===== src/verilog/cbtx_pkg.sv =====
// Package with constants and types for the bit-flag and transfer unit
package cbtx_pkg;
    // Bus register byte offsets
    localparam logic [7:0] OFF_GPR_LAST = 8'h7C;
    localparam logic [7:0] OFF_INSTR = 8'h80;
    localparam logic [7:0] OFF_OPERAND = 8'h84;
    localparam logic [7:0] OFF_STATUS = 8'h88;
    localparam logic [7:0] OFF_SP = 8'h8C;
    localparam logic [7:0] OFF_EXEC = 8'h90;
    // Instruction word fields
    localparam int F_OP_LSB = 0;
    localparam int F_REG_LSB = 5;
    localparam int F_BIT_LSB = 10;
    localparam int F_DISP_LSB = 13;
    localparam int F_PTR_LSB = 19;
    // Execution status bit positions
    localparam int X_BUSY = 0;
    localparam int X_ILLEGAL = 1;
    localparam int X_HALT = 2;
    // Status register flag positions
    localparam logic [2:0] FLAG_WRAP = 3'h3;
    localparam logic [2:0] FLAG_POLARITY = 3'h4;
    localparam logic [2:0] FLAG_NIBBLE = 3'h5;
    localparam logic [2:0] FLAG_SPARE = 3'h6;
    // Pointer pair selectors and their low register index
    localparam logic [1:0] PSEL_FIRST = 2'h0;
    localparam logic [1:0] PSEL_SECOND = 2'h1;
    localparam logic [1:0] PSEL_THIRD = 2'h2;
    localparam logic [4:0] PTR_FIRST_LO = 5'h1A;
    localparam logic [4:0] PTR_SECOND_LO = 5'h1C;
    localparam logic [4:0] PTR_THIRD_LO = 5'h1E;
    localparam logic [4:0] FIRST_GENERAL_REG = 5'h00;
    // Reset values
    localparam logic [7:0] STATUS_RESET = 8'h00;
    localparam logic [15:0] SP_RESET = 16'h01FF;

    // Command codes written to the instruction register
    typedef enum logic [4:0] {
        OP_NOP = 5'h00,
        OP_FLAG_SET = 5'h01,
        OP_FLAG_CLR = 5'h02,
        OP_COPY_BIT_TO_FLAG = 5'h03,
        OP_COPY_FLAG_TO_BIT = 5'h04,
        OP_IREAD = 5'h05,
        OP_IREAD_INC = 5'h06,
        OP_IREAD_DEC = 5'h07,
        OP_OFFSET_READ = 5'h08,
        OP_IWRITE = 5'h09,
        OP_IWRITE_INC = 5'h0A,
        OP_IWRITE_DEC = 5'h0B,
        OP_OFFSET_WRITE = 5'h0C,
        OP_DIRECT_READ = 5'h0D,
        OP_DIRECT_WRITE = 5'h0E,
        OP_PREAD_FIRST = 5'h0F,
        OP_PREAD = 5'h10,
        OP_PREAD_INC = 5'h11,
        OP_PUSH = 5'h12,
        OP_POP = 5'h13,
        OP_HALT = 5'h14
    } cbtx_op_t;

    typedef enum logic [1:0] {S_IDLE, S_PWAIT, S_FINISH} cbtx_state_t;

    // Data memory request
    typedef struct packed {
        logic [15:0] addr;
        logic [7:0] wdata;
        logic we;
        logic re;
    } cbtx_dreq_t;

    // Program memory request
    typedef struct packed {
        logic [15:0] addr;
        logic re;
    } cbtx_preq_t;
endpackage


===== src/verilog/cbtx_unit.sv =====
// Bit-flag and data-transfer execution unit with Wishbone register access
// Notes on behaviour
// - Bit to spare flag; one cycle, no other flag.
// - Spare flag to bit; one cycle, flags kept.
// - Polarity flag set or clear; one cycle, alone.
// - Wrap flag set or clear; one cycle, alone.
// - Nibble-carry set: half carry to 1, alone.
// - Nibble-carry clear: half carry to 0, alone.
// - Read at pointer, then pointer+1; two cycles.
// - Pointer-1, then read; two cycles.
// - Read at second/third pointer+offset; pointer kept.
// - Store at pointer, then pointer+1; two cycles.
// - Pointer-1, then store; two cycles.
// - Store at second/third pointer+offset; pointer kept.
// - Direct read, instruction address; two cycles.
// - Direct write, instruction address; two cycles.
// - Program read via third pair, three cycles; bare form to r0.
// - Push in two cycles, flags kept.
// - Pop in two cycles, flags kept.
// - Debug halt: debug only, no defined cycle count.
//
// Implementation choices: the address map and the Wishbone register port.

`timescale 1ns/1ps
`default_nettype none
module cbtx_unit #(
    parameter logic [15:0] SP_INIT = cbtx_pkg::SP_RESET
) (
    input wire logic clk_i, // Core clock, 100 MHz
    input wire logic rst_i, // Synchronous reset, active high
    input wire logic wb_cyc_i, // Wishbone cycle
    input wire logic wb_stb_i, // Wishbone strobe
    input wire logic wb_we_i, // Wishbone write enable
    input wire logic [7:0] wb_adr_i, // Wishbone byte address
    input wire logic [3:0] wb_sel_i, // Wishbone byte selects
    input wire logic [31:0] wb_dat_i, // Wishbone write data
    output logic [31:0] wb_dat_o, // Wishbone read data
    output logic wb_ack_o, // Wishbone acknowledge
    output var cbtx_pkg::cbtx_dreq_t dmem_o, // Data memory request
    input wire logic [7:0] dmem_rdata_i, // Data memory read byte
    output var cbtx_pkg::cbtx_preq_t pmem_o, // Program memory request
    input wire logic [7:0] pmem_rdata_i, // Program memory read byte
    output logic [7:0] status_o, // Status register copy
    output logic busy_o // Instruction in progress
);

    // Merge two written bytes under their selects
    function automatic logic [15:0] merge16(input logic [15:0] old_v,
                                            input logic [15:0] new_v,
                                            input logic [1:0] sel);
        merge16 = {sel[1] ? new_v[15:8] : old_v[15:8],
                   sel[0] ? new_v[7:0] : old_v[7:0]};
    endfunction

    // Low register index of a pointer pair
    function automatic logic [4:0] ptr_lo(input logic [1:0] psel);
        case (psel)
            cbtx_pkg::PSEL_FIRST: ptr_lo = cbtx_pkg::PTR_FIRST_LO;
            cbtx_pkg::PSEL_SECOND: ptr_lo = cbtx_pkg::PTR_SECOND_LO;
            default: ptr_lo = cbtx_pkg::PTR_THIRD_LO;
        endcase
    endfunction

    // Architectural state
    logic [7:0] gpr [32];
    logic [7:0] status_register;
    logic [15:0] sp;
    logic [15:0] operand_k;
    logic illegal;
    logic halt_seen;
    cbtx_pkg::cbtx_state_t state;

    // Context of the running instruction
    logic [4:0] cur_rd;
    logic [4:0] cur_plo;
    logic [15:0] cur_ptr;
    logic cur_ptr_upd;
    logic cur_sp_upd;
    logic [15:0] cur_sp;
    logic cur_dload;
    logic cur_pload;

    // Bus decode; writes stall while an instruction runs
    wire idle = (state == cbtx_pkg::S_IDLE);
    wire wb_req = wb_cyc_i & wb_stb_i & ~wb_ack_o;
    wire wb_take = wb_req & (~wb_we_i | idle);
    wire wb_wr = wb_take & wb_we_i;

    wire is_gpr = (wb_adr_i <= cbtx_pkg::OFF_GPR_LAST);
    wire [4:0] gpr_idx = wb_adr_i[6:2];
    wire wr_gpr = wb_wr & is_gpr & wb_sel_i[0];

    wire wr_instr = wb_wr & (wb_adr_i == cbtx_pkg::OFF_INSTR);
    wire wr_operand = wb_wr & (wb_adr_i == cbtx_pkg::OFF_OPERAND);
    wire wr_status = wb_wr & (wb_adr_i == cbtx_pkg::OFF_STATUS)
                     & wb_sel_i[0];
    wire wr_sp = wb_wr & (wb_adr_i == cbtx_pkg::OFF_SP);
    wire wr_exec = wb_wr & (wb_adr_i == cbtx_pkg::OFF_EXEC)
                   & wb_sel_i[0];

    // Instruction fields
    wire [4:0] op_raw = wb_dat_i[cbtx_pkg::F_OP_LSB +: 5];
    wire cbtx_pkg::cbtx_op_t op = cbtx_pkg::cbtx_op_t'(op_raw);

    wire [4:0] rsel = wb_dat_i[cbtx_pkg::F_REG_LSB +: 5];
    wire [2:0] bsel = wb_dat_i[cbtx_pkg::F_BIT_LSB +: 3];
    wire [5:0] disp = wb_dat_i[cbtx_pkg::F_DISP_LSB +: 6];
    wire [1:0] psel = wb_dat_i[cbtx_pkg::F_PTR_LSB +: 2];

    // Operation classes
    wire op_inc = (op == cbtx_pkg::OP_IREAD_INC)
                  | (op == cbtx_pkg::OP_IWRITE_INC);

    wire op_dec = (op == cbtx_pkg::OP_IREAD_DEC)
                  | (op == cbtx_pkg::OP_IWRITE_DEC);

    wire op_ofs = (op == cbtx_pkg::OP_OFFSET_READ)
                  | (op == cbtx_pkg::OP_OFFSET_WRITE);

    wire op_ind = op_inc | op_dec | op_ofs
                  | (op == cbtx_pkg::OP_IREAD)
                  | (op == cbtx_pkg::OP_IWRITE);

    wire op_prog = (op == cbtx_pkg::OP_PREAD_FIRST)
                   | (op == cbtx_pkg::OP_PREAD)
                   | (op == cbtx_pkg::OP_PREAD_INC);

    wire op_dread = (op == cbtx_pkg::OP_IREAD)
                    | (op == cbtx_pkg::OP_IREAD_INC)
                    | (op == cbtx_pkg::OP_IREAD_DEC)
                    | (op == cbtx_pkg::OP_OFFSET_READ)
                    | (op == cbtx_pkg::OP_DIRECT_READ)
                    | (op == cbtx_pkg::OP_POP);

    wire op_dwrite = (op == cbtx_pkg::OP_IWRITE)
                     | (op == cbtx_pkg::OP_IWRITE_INC)
                     | (op == cbtx_pkg::OP_IWRITE_DEC)
                     | (op == cbtx_pkg::OP_OFFSET_WRITE)
                     | (op == cbtx_pkg::OP_DIRECT_WRITE)
                     | (op == cbtx_pkg::OP_PUSH);

    wire op_data = op_dread | op_dwrite;

    // Legal codes; offset forms only use the second or third pair
    wire bad_code = (op_raw > cbtx_pkg::OP_HALT);
    wire bad_ptr = op_ind & (psel == 2'h3);
    wire bad_ofs = op_ofs & (psel == cbtx_pkg::PSEL_FIRST);
    wire instr_bad = bad_code | bad_ptr | bad_ofs;

    wire go = wr_instr & ~instr_bad;

    // Pointer selection; program reads always use the third pair
    wire [4:0] plo = op_prog ? cbtx_pkg::PTR_THIRD_LO
                             : ptr_lo(psel);
    wire [4:0] phi = {plo[4:1], 1'b1};
    wire [15:0] ptr = {gpr[phi], gpr[plo]};

    wire [15:0] ptr_up = ptr + 16'h0001;
    wire [15:0] ptr_down = ptr - 16'h0001;
    wire [15:0] ptr_ofs = ptr + {10'h000, disp};

    wire [15:0] sp_up = sp + 16'h0001;
    wire [15:0] sp_down = sp - 16'h0001;

    // Effective data address
    logic [15:0] eff_addr;
    always_comb begin
        if (op_dec) begin
            eff_addr = ptr_down;
        end else if (op_ofs) begin
            eff_addr = ptr_ofs;
        end else if ((op == cbtx_pkg::OP_DIRECT_READ)
                     | (op == cbtx_pkg::OP_DIRECT_WRITE)) begin
            eff_addr = operand_k;
        end else if (op == cbtx_pkg::OP_PUSH) begin
            eff_addr = sp;
        end else if (op == cbtx_pkg::OP_POP) begin
            eff_addr = sp_up;
        end else begin
            eff_addr = ptr;
        end
    end

    // Destination register; the bare program read targets register 0
    wire [4:0] dest = (op == cbtx_pkg::OP_PREAD_FIRST)
                      ? cbtx_pkg::FIRST_GENERAL_REG : rsel;

    wire ptr_upd = op_inc | op_dec | (op == cbtx_pkg::OP_PREAD_INC);
    wire [15:0] ptr_next = op_dec ? ptr_down : ptr_up;

    wire stack_op = (op == cbtx_pkg::OP_PUSH) | (op == cbtx_pkg::OP_POP);
    wire [15:0] sp_next = (op == cbtx_pkg::OP_PUSH) ? sp_down : sp_up;

    // Flags that software clears by writing one; a new event wins
    wire clr_illegal = wr_exec & wb_dat_i[cbtx_pkg::X_ILLEGAL];
    wire clr_halt = wr_exec & wb_dat_i[cbtx_pkg::X_HALT];

    wire set_halt = go & (op == cbtx_pkg::OP_HALT);

    // Bus read mux
    logic [31:0] rd_mux;
    always_comb begin
        rd_mux = 32'h0000_0000;
        if (is_gpr) begin
            rd_mux = {24'h00_0000, gpr[gpr_idx]};
        end else if (wb_adr_i == cbtx_pkg::OFF_OPERAND) begin
            rd_mux = {16'h0000, operand_k};
        end else if (wb_adr_i == cbtx_pkg::OFF_STATUS) begin
            rd_mux = {24'h00_0000, status_register};
        end else if (wb_adr_i == cbtx_pkg::OFF_SP) begin
            rd_mux = {16'h0000, sp};
        end else if (wb_adr_i == cbtx_pkg::OFF_EXEC) begin
            rd_mux = {29'h0000_0000, halt_seen, illegal, ~idle};
        end
    end

    // Wishbone answer one cycle after the request is taken, dropped the next
    always_ff @(posedge clk_i) begin
        if (rst_i) begin
            wb_ack_o <= 1'b0;
            wb_dat_o <= 32'h0000_0000;
        end else begin
            wb_ack_o <= wb_take;
            if (wb_take) begin
                wb_dat_o <= rd_mux;
            end
        end
    end

    // Operand and sticky execution flags
    always_ff @(posedge clk_i) begin
        if (rst_i) begin
            operand_k <= 16'h0000;
            illegal <= 1'b0;
            halt_seen <= 1'b0;
        end else begin
            if (wr_operand) begin
                operand_k <= merge16(operand_k, wb_dat_i[15:0],
                                     wb_sel_i[1:0]);
            end
            illegal <= (wr_instr & instr_bad) | (illegal & ~clr_illegal);
            halt_seen <= set_halt | (halt_seen & ~clr_halt);
        end
    end

    // Sequencer and memory requests
    always_ff @(posedge clk_i) begin
        if (rst_i) begin
            state <= cbtx_pkg::S_IDLE;
            dmem_o <= '0;
            pmem_o <= '0;
            busy_o <= 1'b0;

            cur_rd <= 5'h00;
            cur_plo <= 5'h00;
            cur_ptr <= 16'h0000;
            cur_ptr_upd <= 1'b0;
            cur_sp_upd <= 1'b0;
            cur_sp <= 16'h0000;
            cur_dload <= 1'b0;
            cur_pload <= 1'b0;
        end else begin
            unique case (state)
                cbtx_pkg::S_IDLE: begin
                    if (go & (op_data | op_prog)) begin
                        cur_rd <= dest;
                        cur_plo <= plo;
                        cur_ptr <= ptr_next;
                        cur_ptr_upd <= ptr_upd;
                        cur_sp_upd <= stack_op;
                        cur_sp <= sp_next;
                        cur_dload <= op_dread;
                        cur_pload <= op_prog;
                        busy_o <= 1'b1;
                    end

                    if (go & op_data) begin
                        // Two cycles: issue now, finish next edge
                        dmem_o.addr <= eff_addr;
                        dmem_o.wdata <= gpr[rsel];
                        dmem_o.we <= op_dwrite;
                        dmem_o.re <= op_dread;
                        state <= cbtx_pkg::S_FINISH;
                    end else if (go & op_prog) begin
                        // Three cycles: synchronous program memory
                        pmem_o.addr <= ptr;
                        pmem_o.re <= 1'b1;
                        state <= cbtx_pkg::S_PWAIT;
                    end
                end

                cbtx_pkg::S_PWAIT: begin
                    pmem_o.re <= 1'b0;
                    state <= cbtx_pkg::S_FINISH;
                end

                cbtx_pkg::S_FINISH: begin
                    dmem_o <= '0;
                    busy_o <= 1'b0;
                    state <= cbtx_pkg::S_IDLE;
                end
            endcase
        end
    end

    // Register file, status register and stack pointer
    always_ff @(posedge clk_i) begin
        if (rst_i) begin
            status_register <= cbtx_pkg::STATUS_RESET;
            sp <= SP_INIT;
            status_o <= cbtx_pkg::STATUS_RESET;
        end else begin
            if (wr_gpr) begin
                gpr[gpr_idx] <= wb_dat_i[7:0];
            end

            if (wr_sp) begin
                sp <= merge16(sp, wb_dat_i[15:0], wb_sel_i[1:0]);
            end

            if (wr_status) begin
                status_register <= wb_dat_i[7:0];
                status_o <= wb_dat_i[7:0];
            end

            if (go & (op == cbtx_pkg::OP_FLAG_SET)) begin
                // Only the chosen flag bit moves
                status_register[bsel] <= 1'b1;
                status_o[bsel] <= 1'b1;
            end

            if (go & (op == cbtx_pkg::OP_FLAG_CLR)) begin
                status_register[bsel] <= 1'b0;
                status_o[bsel] <= 1'b0;
            end

            if (go & (op == cbtx_pkg::OP_COPY_BIT_TO_FLAG)) begin
                status_register[cbtx_pkg::FLAG_SPARE] <=
                    gpr[rsel][bsel];
                status_o[cbtx_pkg::FLAG_SPARE] <= gpr[rsel][bsel];
            end

            if (go & (op == cbtx_pkg::OP_COPY_FLAG_TO_BIT)) begin
                // Status register left alone
                gpr[rsel][bsel] <=
                    status_register[cbtx_pkg::FLAG_SPARE];
            end

            if (state == cbtx_pkg::S_FINISH) begin
                // Data lands on the last edge; no flag is touched
                if (cur_dload) begin
                    gpr[cur_rd] <= dmem_rdata_i;
                end

                if (cur_pload) begin
                    gpr[cur_rd] <= pmem_rdata_i;
                end

                // Pointer written last, so it wins over an overlapping load
                if (cur_ptr_upd) begin
                    gpr[cur_plo] <= cur_ptr[7:0];
                    gpr[{cur_plo[4:1], 1'b1}] <= cur_ptr[15:8];
                end

                if (cur_sp_upd) begin
                    sp <= cur_sp;
                end
            end
        end
    end

endmodule // cbtx_unit
`default_nettype wire


===== config.mk =====
export PLATFORM = sky130hd
export DESIGN_NAME = cbtx_unit
export DESIGN_NICKNAME = d
export VERILOG_FILES = /design/src/verilog/cbtx_pkg.sv /design/src/verilog/cbtx_unit.sv
export SDC_FILE = /design/constraint.sdc
export NUM_CORES = 1
export LEC_CHECK = 0
export BUFFER_PORTS_ARGS = -buffer_cell sky130_fd_sc_hd__buf_2
export CORE_MARGIN = 4
export CORE_UTILIZATION = 25
export DETAILED_ROUTE_END_ITERATION = 8
export PLACE_DENSITY_LB_ADDON = 0.05
export SETUP_SLACK_MARGIN = 0.3
export SYNTH_ARGS = -nofsm -noshare
export SYNTH_HDL_FRONTEND = slang
export SYNTH_SLANG_ARGS = --single-unit

===== constraint.sdc =====
create_clock -name clk_i -period 4 [get_ports clk_i]
set_input_delay 0.8 -clock clk_i [delete_from_list [all_inputs] [get_ports clk_i]]
set_output_delay 0.8 -clock clk_i [all_outputs]
set_load 0.05 [all_outputs]

* After elaboration in Yosys (flattened, before gate mapping)
Memory sizes are Yosys's and may differ from the RTL's. Index checks and enable logic that the tools add are counted.
Operators by class: $add $sub $neg 5, muxes and demuxes 71, bitwise logic cells 71, reduce and logical (&&, ||, !) cells 14, $lt $le $gt $ge 4, equal/unequal tests 34
Operators with widths (number):
- $mux W16 | 14
- $mux W8 | 18
- $pmux W26 S2 | 1
- $eq A5 B4 Y1 const B | 8
- $eq A8 B8 Y1 const B | 5
- $add A16 B1 Y16 const B | 2
- $sub A16 B1 Y16 const B | 2
- $or A1 B1 Y1 | 30
- $and A1 B1 Y1 | 29
- $mux W26 | 1
- $eq A5 B5 Y1 const B | 5
- $mux W1 | 24
- $eq A5 B3 Y1 const B | 4
- $mux W5 | 4
- $add A16 B6 Y16 | 1
- $and A8 B8 Y8 | 2
- $or A8 B8 Y8 | 2
- $reduce_or A8 Y1 | 2
- $eq A5 B2 Y1 const B | 2
- $reduce_and A2 Y1 | 5
- $le A8 B7 Y1 const B | 1
- $not A8 Y8 | 1
- $not A1 Y1 | 7
- $ne A2 B1 Y1 const B | 3
- other kinds (19) | 26
Storage, ports and cells: flip-flop bits (word level) 175, memories kept 1, output and inout bits 85, RAM bits 256, logic and storage cells 225, bits of input ports 65
Memory list:
- gpr | depth 32, width 8, read ports 4, clocked after memory_dff 0, write ports 3, line cbtx_unit.sv:65 | logic [7:0] gpr [32];

* Depth between registers and ports, before layout
depth in word-level cells 18, mapped depth 18, gate-level depth less buffers 14

* Least setup slack after synthesis
OpenSTA, ideal clock, no wires.
kind in2reg, start input wb_dat_i[3], end register dmem_o[25] (netlist bit), path slack -0.201 ns, required time 3.871 ns, buffers on the path 4, cell stages on the path 16, setup time 0.129 ns, arrival time 4.072 ns, cell sequence buf_2 -> and3b_1 -> buf_6 -> a311o_4 -> buf_6 -> buf_6 -> o21ai_0 -> ha_1 -> a21o_1 -> a21oi_1 -> o21ai_0 -> a21oi_1 -> nor3_1 -> and4_1 -> nor3_1 -> o31ai_1
On the way: elaborated cells between the ends (all ways) 57, classes of those cells add/sub: 2; order compare: 1; eq/ne: 16; mux: 8; bitwise: 28; reduce/logical: 1; memory: 1
RTL lines:
- from (decl) | line cbtx_unit.sv:36 | input wire logic [31:0] wb_dat_i,
- $eq A5 B4 Y1 or $eq A5 B5 Y1 (tied branches) | line cbtx_unit.sv:124, cbtx_unit.sv:125
- $or A1 B1 Y1 | line cbtx_unit.sv:125 | | (op == cbtx_pkg::OP_PREAD)
- $or A1 B1 Y1 * | line cbtx_unit.sv:126 | | (op == cbtx_pkg::OP_PREAD_INC);
- $mux W5 * | line cbtx_unit.sv:153 | wire [4:0] plo = op_prog ? cbtx_pkg::PTR_THIRD_LO
- $mem_v2 Z32 W8 *
- net ptr[1] | line cbtx_unit.sv:156 | wire [15:0] ptr = {gpr[phi], gpr[plo]};
- $add A16 B6 Y16 | line cbtx_unit.sv:160 | wire [15:0] ptr_ofs = ptr + {10'h000, disp};
- $mux W16 | line cbtx_unit.sv:170 | end else if (op_ofs) begin
- $mux W16 * | line cbtx_unit.sv:168 | if (op_dec) begin
- $mux W26 * | line cbtx_unit.sv:277 | if (go & op_data) begin
- $pmux W26 S2 * | line cbtx_unit.sv:263 | unique case (state)
- to (decl) | line cbtx_unit.sv:39 | output var cbtx_pkg::cbtx_dreq_t dmem_o,
Mark *: on every way through the listed nets, which the timed path passes. The rest lies on a longest branch. The select of a mux whose other input is x is not followed. A chain may end at the register's enable or synchronous reset.

* Worst setup path in the final report
start input wb_dat_i[1], end register dmem_o[25] (netlist bit)
Same word-level chain as after synthesis.

==> results.tsv <==
stage	metric	value	unit
timing	period_share	83.3	%
logic_synthesis	synthTopCellsByCount	nand2_1, nor2_1, edfxtp_1, o21ai_0, dfxtp_1	
placement	port_buffers	120	
cts	ctsLongestPathBuffers	3	
status	status	complete, but fails checks	
cts	cts_buffers	55	
logic_synthesis	synth.most_common_cell	nand2_1	
timing	clock_skew	0.0290	ns
logic_synthesis	synthSimpleGateAreaFrac	16.6	%
timing	finalHoldViolCount	0	
timing	finalMaxSlewViolations	0	
timing	finalSetupViolations	0	
timing	max_freq	0.300	GHz
floorplan	dieArea	106000	sq um
logic_synthesis	yosysWarnings	0	
logic_synthesis	synthTopCellsByArea	edfxtp_1, dfxtp_1, mux4_2	
grt	grt_pass1_wl	164000	microns
grt	antenna_found_initial	1	
floorplan	coreArea	100000	sq um
placement	hpwl	89100	microns
critical_path	cp-end-kind	register	
critical_path	ff2ff_setup_slack	0.70	ns
logic_synthesis	synthArstFlopShare	0	%
run	max_cap_violations	1	
placement	place.gp.congestion	0.846	
logic_synthesis	ys_seq_elements	413	
timing	setup_slack	0.668	ns
floorplan	ios	150	
timing	period_needed	3.33	ns
logic_synthesis	ys.flop_type	edfxtp_1	
timing	rsz0062_at_grt	false	
logic_synthesis	seq_area_frac_synth	42.9	%
power_and_ir_drop	power_leakage	10.8	nW
cts	ctsResizeCount	0	
critical_path	critPathMaxFanout	17	
floorplan	die_h	326	microns
logic_synthesis	netlist_area	25200	sq um
placement	dp_worst_setup_slack	0.0456	ns
cts	htreeDepth	2	
cts	cts_hold_buffers	0	
final_layout	multiInputGateArea	13400	sq um
floorplan	start_util	25.2	%
logic_synthesis	synth_mux_area_share	18.8	%
critical_path	critPathLaunch	wb_dat_i[1]	
final_layout	seqCellArea	10800	sq um
cts	clkLatencyLatePin	0.67	ns
routing	first_iter_violations	1935	
logic_synthesis	synthCells	2563	
final_layout	syn2layout_area_growth	19.2	%
logic_synthesis	synth_xor_xnor_area_share	2.19	%
critical_path	cp_data_arrival_time	3.84	ns
critical_path	cp.required	4.51	ns
routing	totalWireLength	115000	microns
routing	ant_nets	0	
logic_synthesis	synth_top_family_by_area	multiplexers	
hold_path	worstHoldPathType	register to register	
critical_path	critPathKind	primary input to register	
cts	cts_tree	done	
grt	grtUsageMet2	37.1	%
cts	root_buffer	clkbuf_16	
floorplan	rows	116	
logic_synthesis	synth_cell_types	92	
grt	grt_busiest_layer	met2	
hold_path	min_to	cur_sp[5]$_SDFFE_PP0P_	
timing	maxSlewHeadroom	0.120	%
hold_path	hp-start	cur_sp[5]$_SDFFE_PP0P_	
logic_synthesis	synth_compound_area_share	14.1	%
final_layout	final_layout_size_suffix_gt1_share	23.4	%
final_layout	n_fill_cell	10433	
status	violations	max-capacitance violations	
logic_synthesis	syn_area_per_cell	9.84	sq um
logic_synthesis	synth.top_cell.area_share	30.5	%
grt	grt.overflow.total	0	
routing	drc	0	
power_and_ir_drop	ir_drop	316	uV
routing	drt_first_pass_iters	5	
critical_path	cp-start-kind	primary input	
grt	use_met1	27.7	%
grt	met3_usage	2.63	%
logic_synthesis	yosysTopAreaCell	edfxtp_1	
floorplan	die_w	326	microns
power_and_ir_drop	power.density	362	nW/um^2
critical_path	r2r-end	gpr[31][6]$_DFFE_PP_	
cts	clkSlewWorstSetupHoldPaths	0.05	ns
timing	worst_hold_slack	0.448	ns
critical_path	rr_worst_depth	10	
routing	viasPerCell	5.31	
logic_synthesis	synth_fa_ha_area_share	0.724	%
routing	via_count	21596	
logic_synthesis	synth_edf_count	256	
grt	grt_pass1_vias	21687	
final_layout	fin_nets	2802	
hold_path	hold_depth	2	
cts	post-cts-setup-buffers	0	
grt	grt_max_degree	135	
grt	gr-usage-all-layers	21.2	%
critical_path	r2r_start	state[0]$_SDFFE_PP0P_	
timing	setup_tns	0	ns
cts	cts_sinks	413	
timing	worst-slew-pin-transition	1.50	ns
routing	wire_per_inst	28.3	microns
-- placed cells by master, fill, tap and decap left out, drive strengths merged, types with 16 or more instances in the layout --
| cell | netlist | routed |
|---|---|---|
| o21ai | 193 | 193 |
| nand4 | 21 | 21 |
| xor2 | 25 | 25 |
| edfxtp | 256 | 256 |
| clkinv | 0 | 18 |
| mux2 | 75 | 75 |
| a221oi | 37 | 37 |
| nand2 | 368 | 368 |
| mux2i | 132 | 132 |
| a211oi | 22 | 22 |
| and2 | 20 | 20 |
| dfxtp | 157 | 157 |
| and3 | 17 | 17 |
| clkbuf | 129 | 74 |
| nand2b | 29 | 29 |
| nor2 | 311 | 311 |
| nand3 | 55 | 55 |
| inv | 29 | 32 |
| xnor2 | 38 | 38 |
| conb | 1 | 16 |
| a21oi | 113 | 113 |
| a22oi | 74 | 74 |
| nor3 | 42 | 42 |
| mux4 | 114 | 114 |
| buf | 102 | 319 |
-- area by class of cell --
class	count	share of cell area, %
well taps	1298	5.40
clock inverters	27	1.04
diodes	1	0.00832
inverters	29	0.362
multi-input cells	1905	44.5
flip-flops and latches	413	36.0
clock buffers	74	4.88
repair buffers	319	7.78
-- routing by layer --
| metal | up-vias | routed length (microns) |
|---|---|---|
| li1 | 9760 | - |
| met1 | 11117 | 50300 |
| met2 | 596 | 56800 |
| met3 | 123 | 4860 |
| met4 | 0 | 3150 |
| met5 | - | 0 |
-- per-stage QoR --
stage	cells	total power, mW	area (sq um)	util, %
6_report	4066	10.9	30100	30.0
3_5_place_dp	3964	5.94	28300	28.3
5_1_grt	4065	11.3	30100	30.0
4_1_cts	4065	11.0	30100	30.0
3_3_place_gp	3963	5.93	28300	28.2
2_1_floorplan	2578	5.39	25400	-
-- kinds of logic (layout without fill, tap and decap cells) --
family                   after synthesis  count (layout)
XOR/XNOR                              63              63
flip-flops                           413             413
multiplexers                         321             321
buffers and inverters                260             449
adder cells (fa/ha/maj)               14              14
AO/OA/AOI/OAI                        550             550
other                                  1              17
AND/OR/NAND/NOR                      941             941
-- worst max-delay path by stage --
stage	end	cells past startpoint
after floorplan	dmem_o[24]$_SDFFE_PP0P_	18
after global placement	dmem_o[25]$_SDFFE_PP0P_	13
after detailed placement	gpr[7][6]$_DFFE_PP_	9
after CTS	gpr[30][6]$_DFFE_PP_	11
after global routing	gpr[30][6]$_DFFE_PP_	11
final	dmem_o[25]$_SDFFE_PP0P_	14
-- registers in the layout, summed over array words and instances (netlist names), 2 cells and up --
signal,count
cur_plo,3
cur_ptr,16
cur_rd,5
cur_sp,16
dmem_o,26
gpr,256
operand_k,16
pmem_o,17
sp,16
state,2
status_o,8
status_register,8
wb_dat_o,16
-- worst max-delay path, stage by stage --
cell     delay (ns)
buf_2          0.17
nor4b_2        0.58
a311o_4        0.40
nand2_2        0.11
o21ai_4        0.13
ha_1           0.28
a21o_1         0.17
a21oi_2        0.20
o21ai_0        0.15
a21oi_2        0.25
nor3_2         0.11
and4_1         0.20
nor3_1         0.17
o31ai_1        0.10
-- power by group --
group | leakage, nW | internal, mW | switching [mW]
logic | 6.35 | 0.461 | 0.846
registers | 3.57 | 4.53 | 0.00812
clock network | 0.877 | 2.96 | 2.07
total | 10.8 | 7.95 | 2.93
Power figures use the tool's default switching activity.
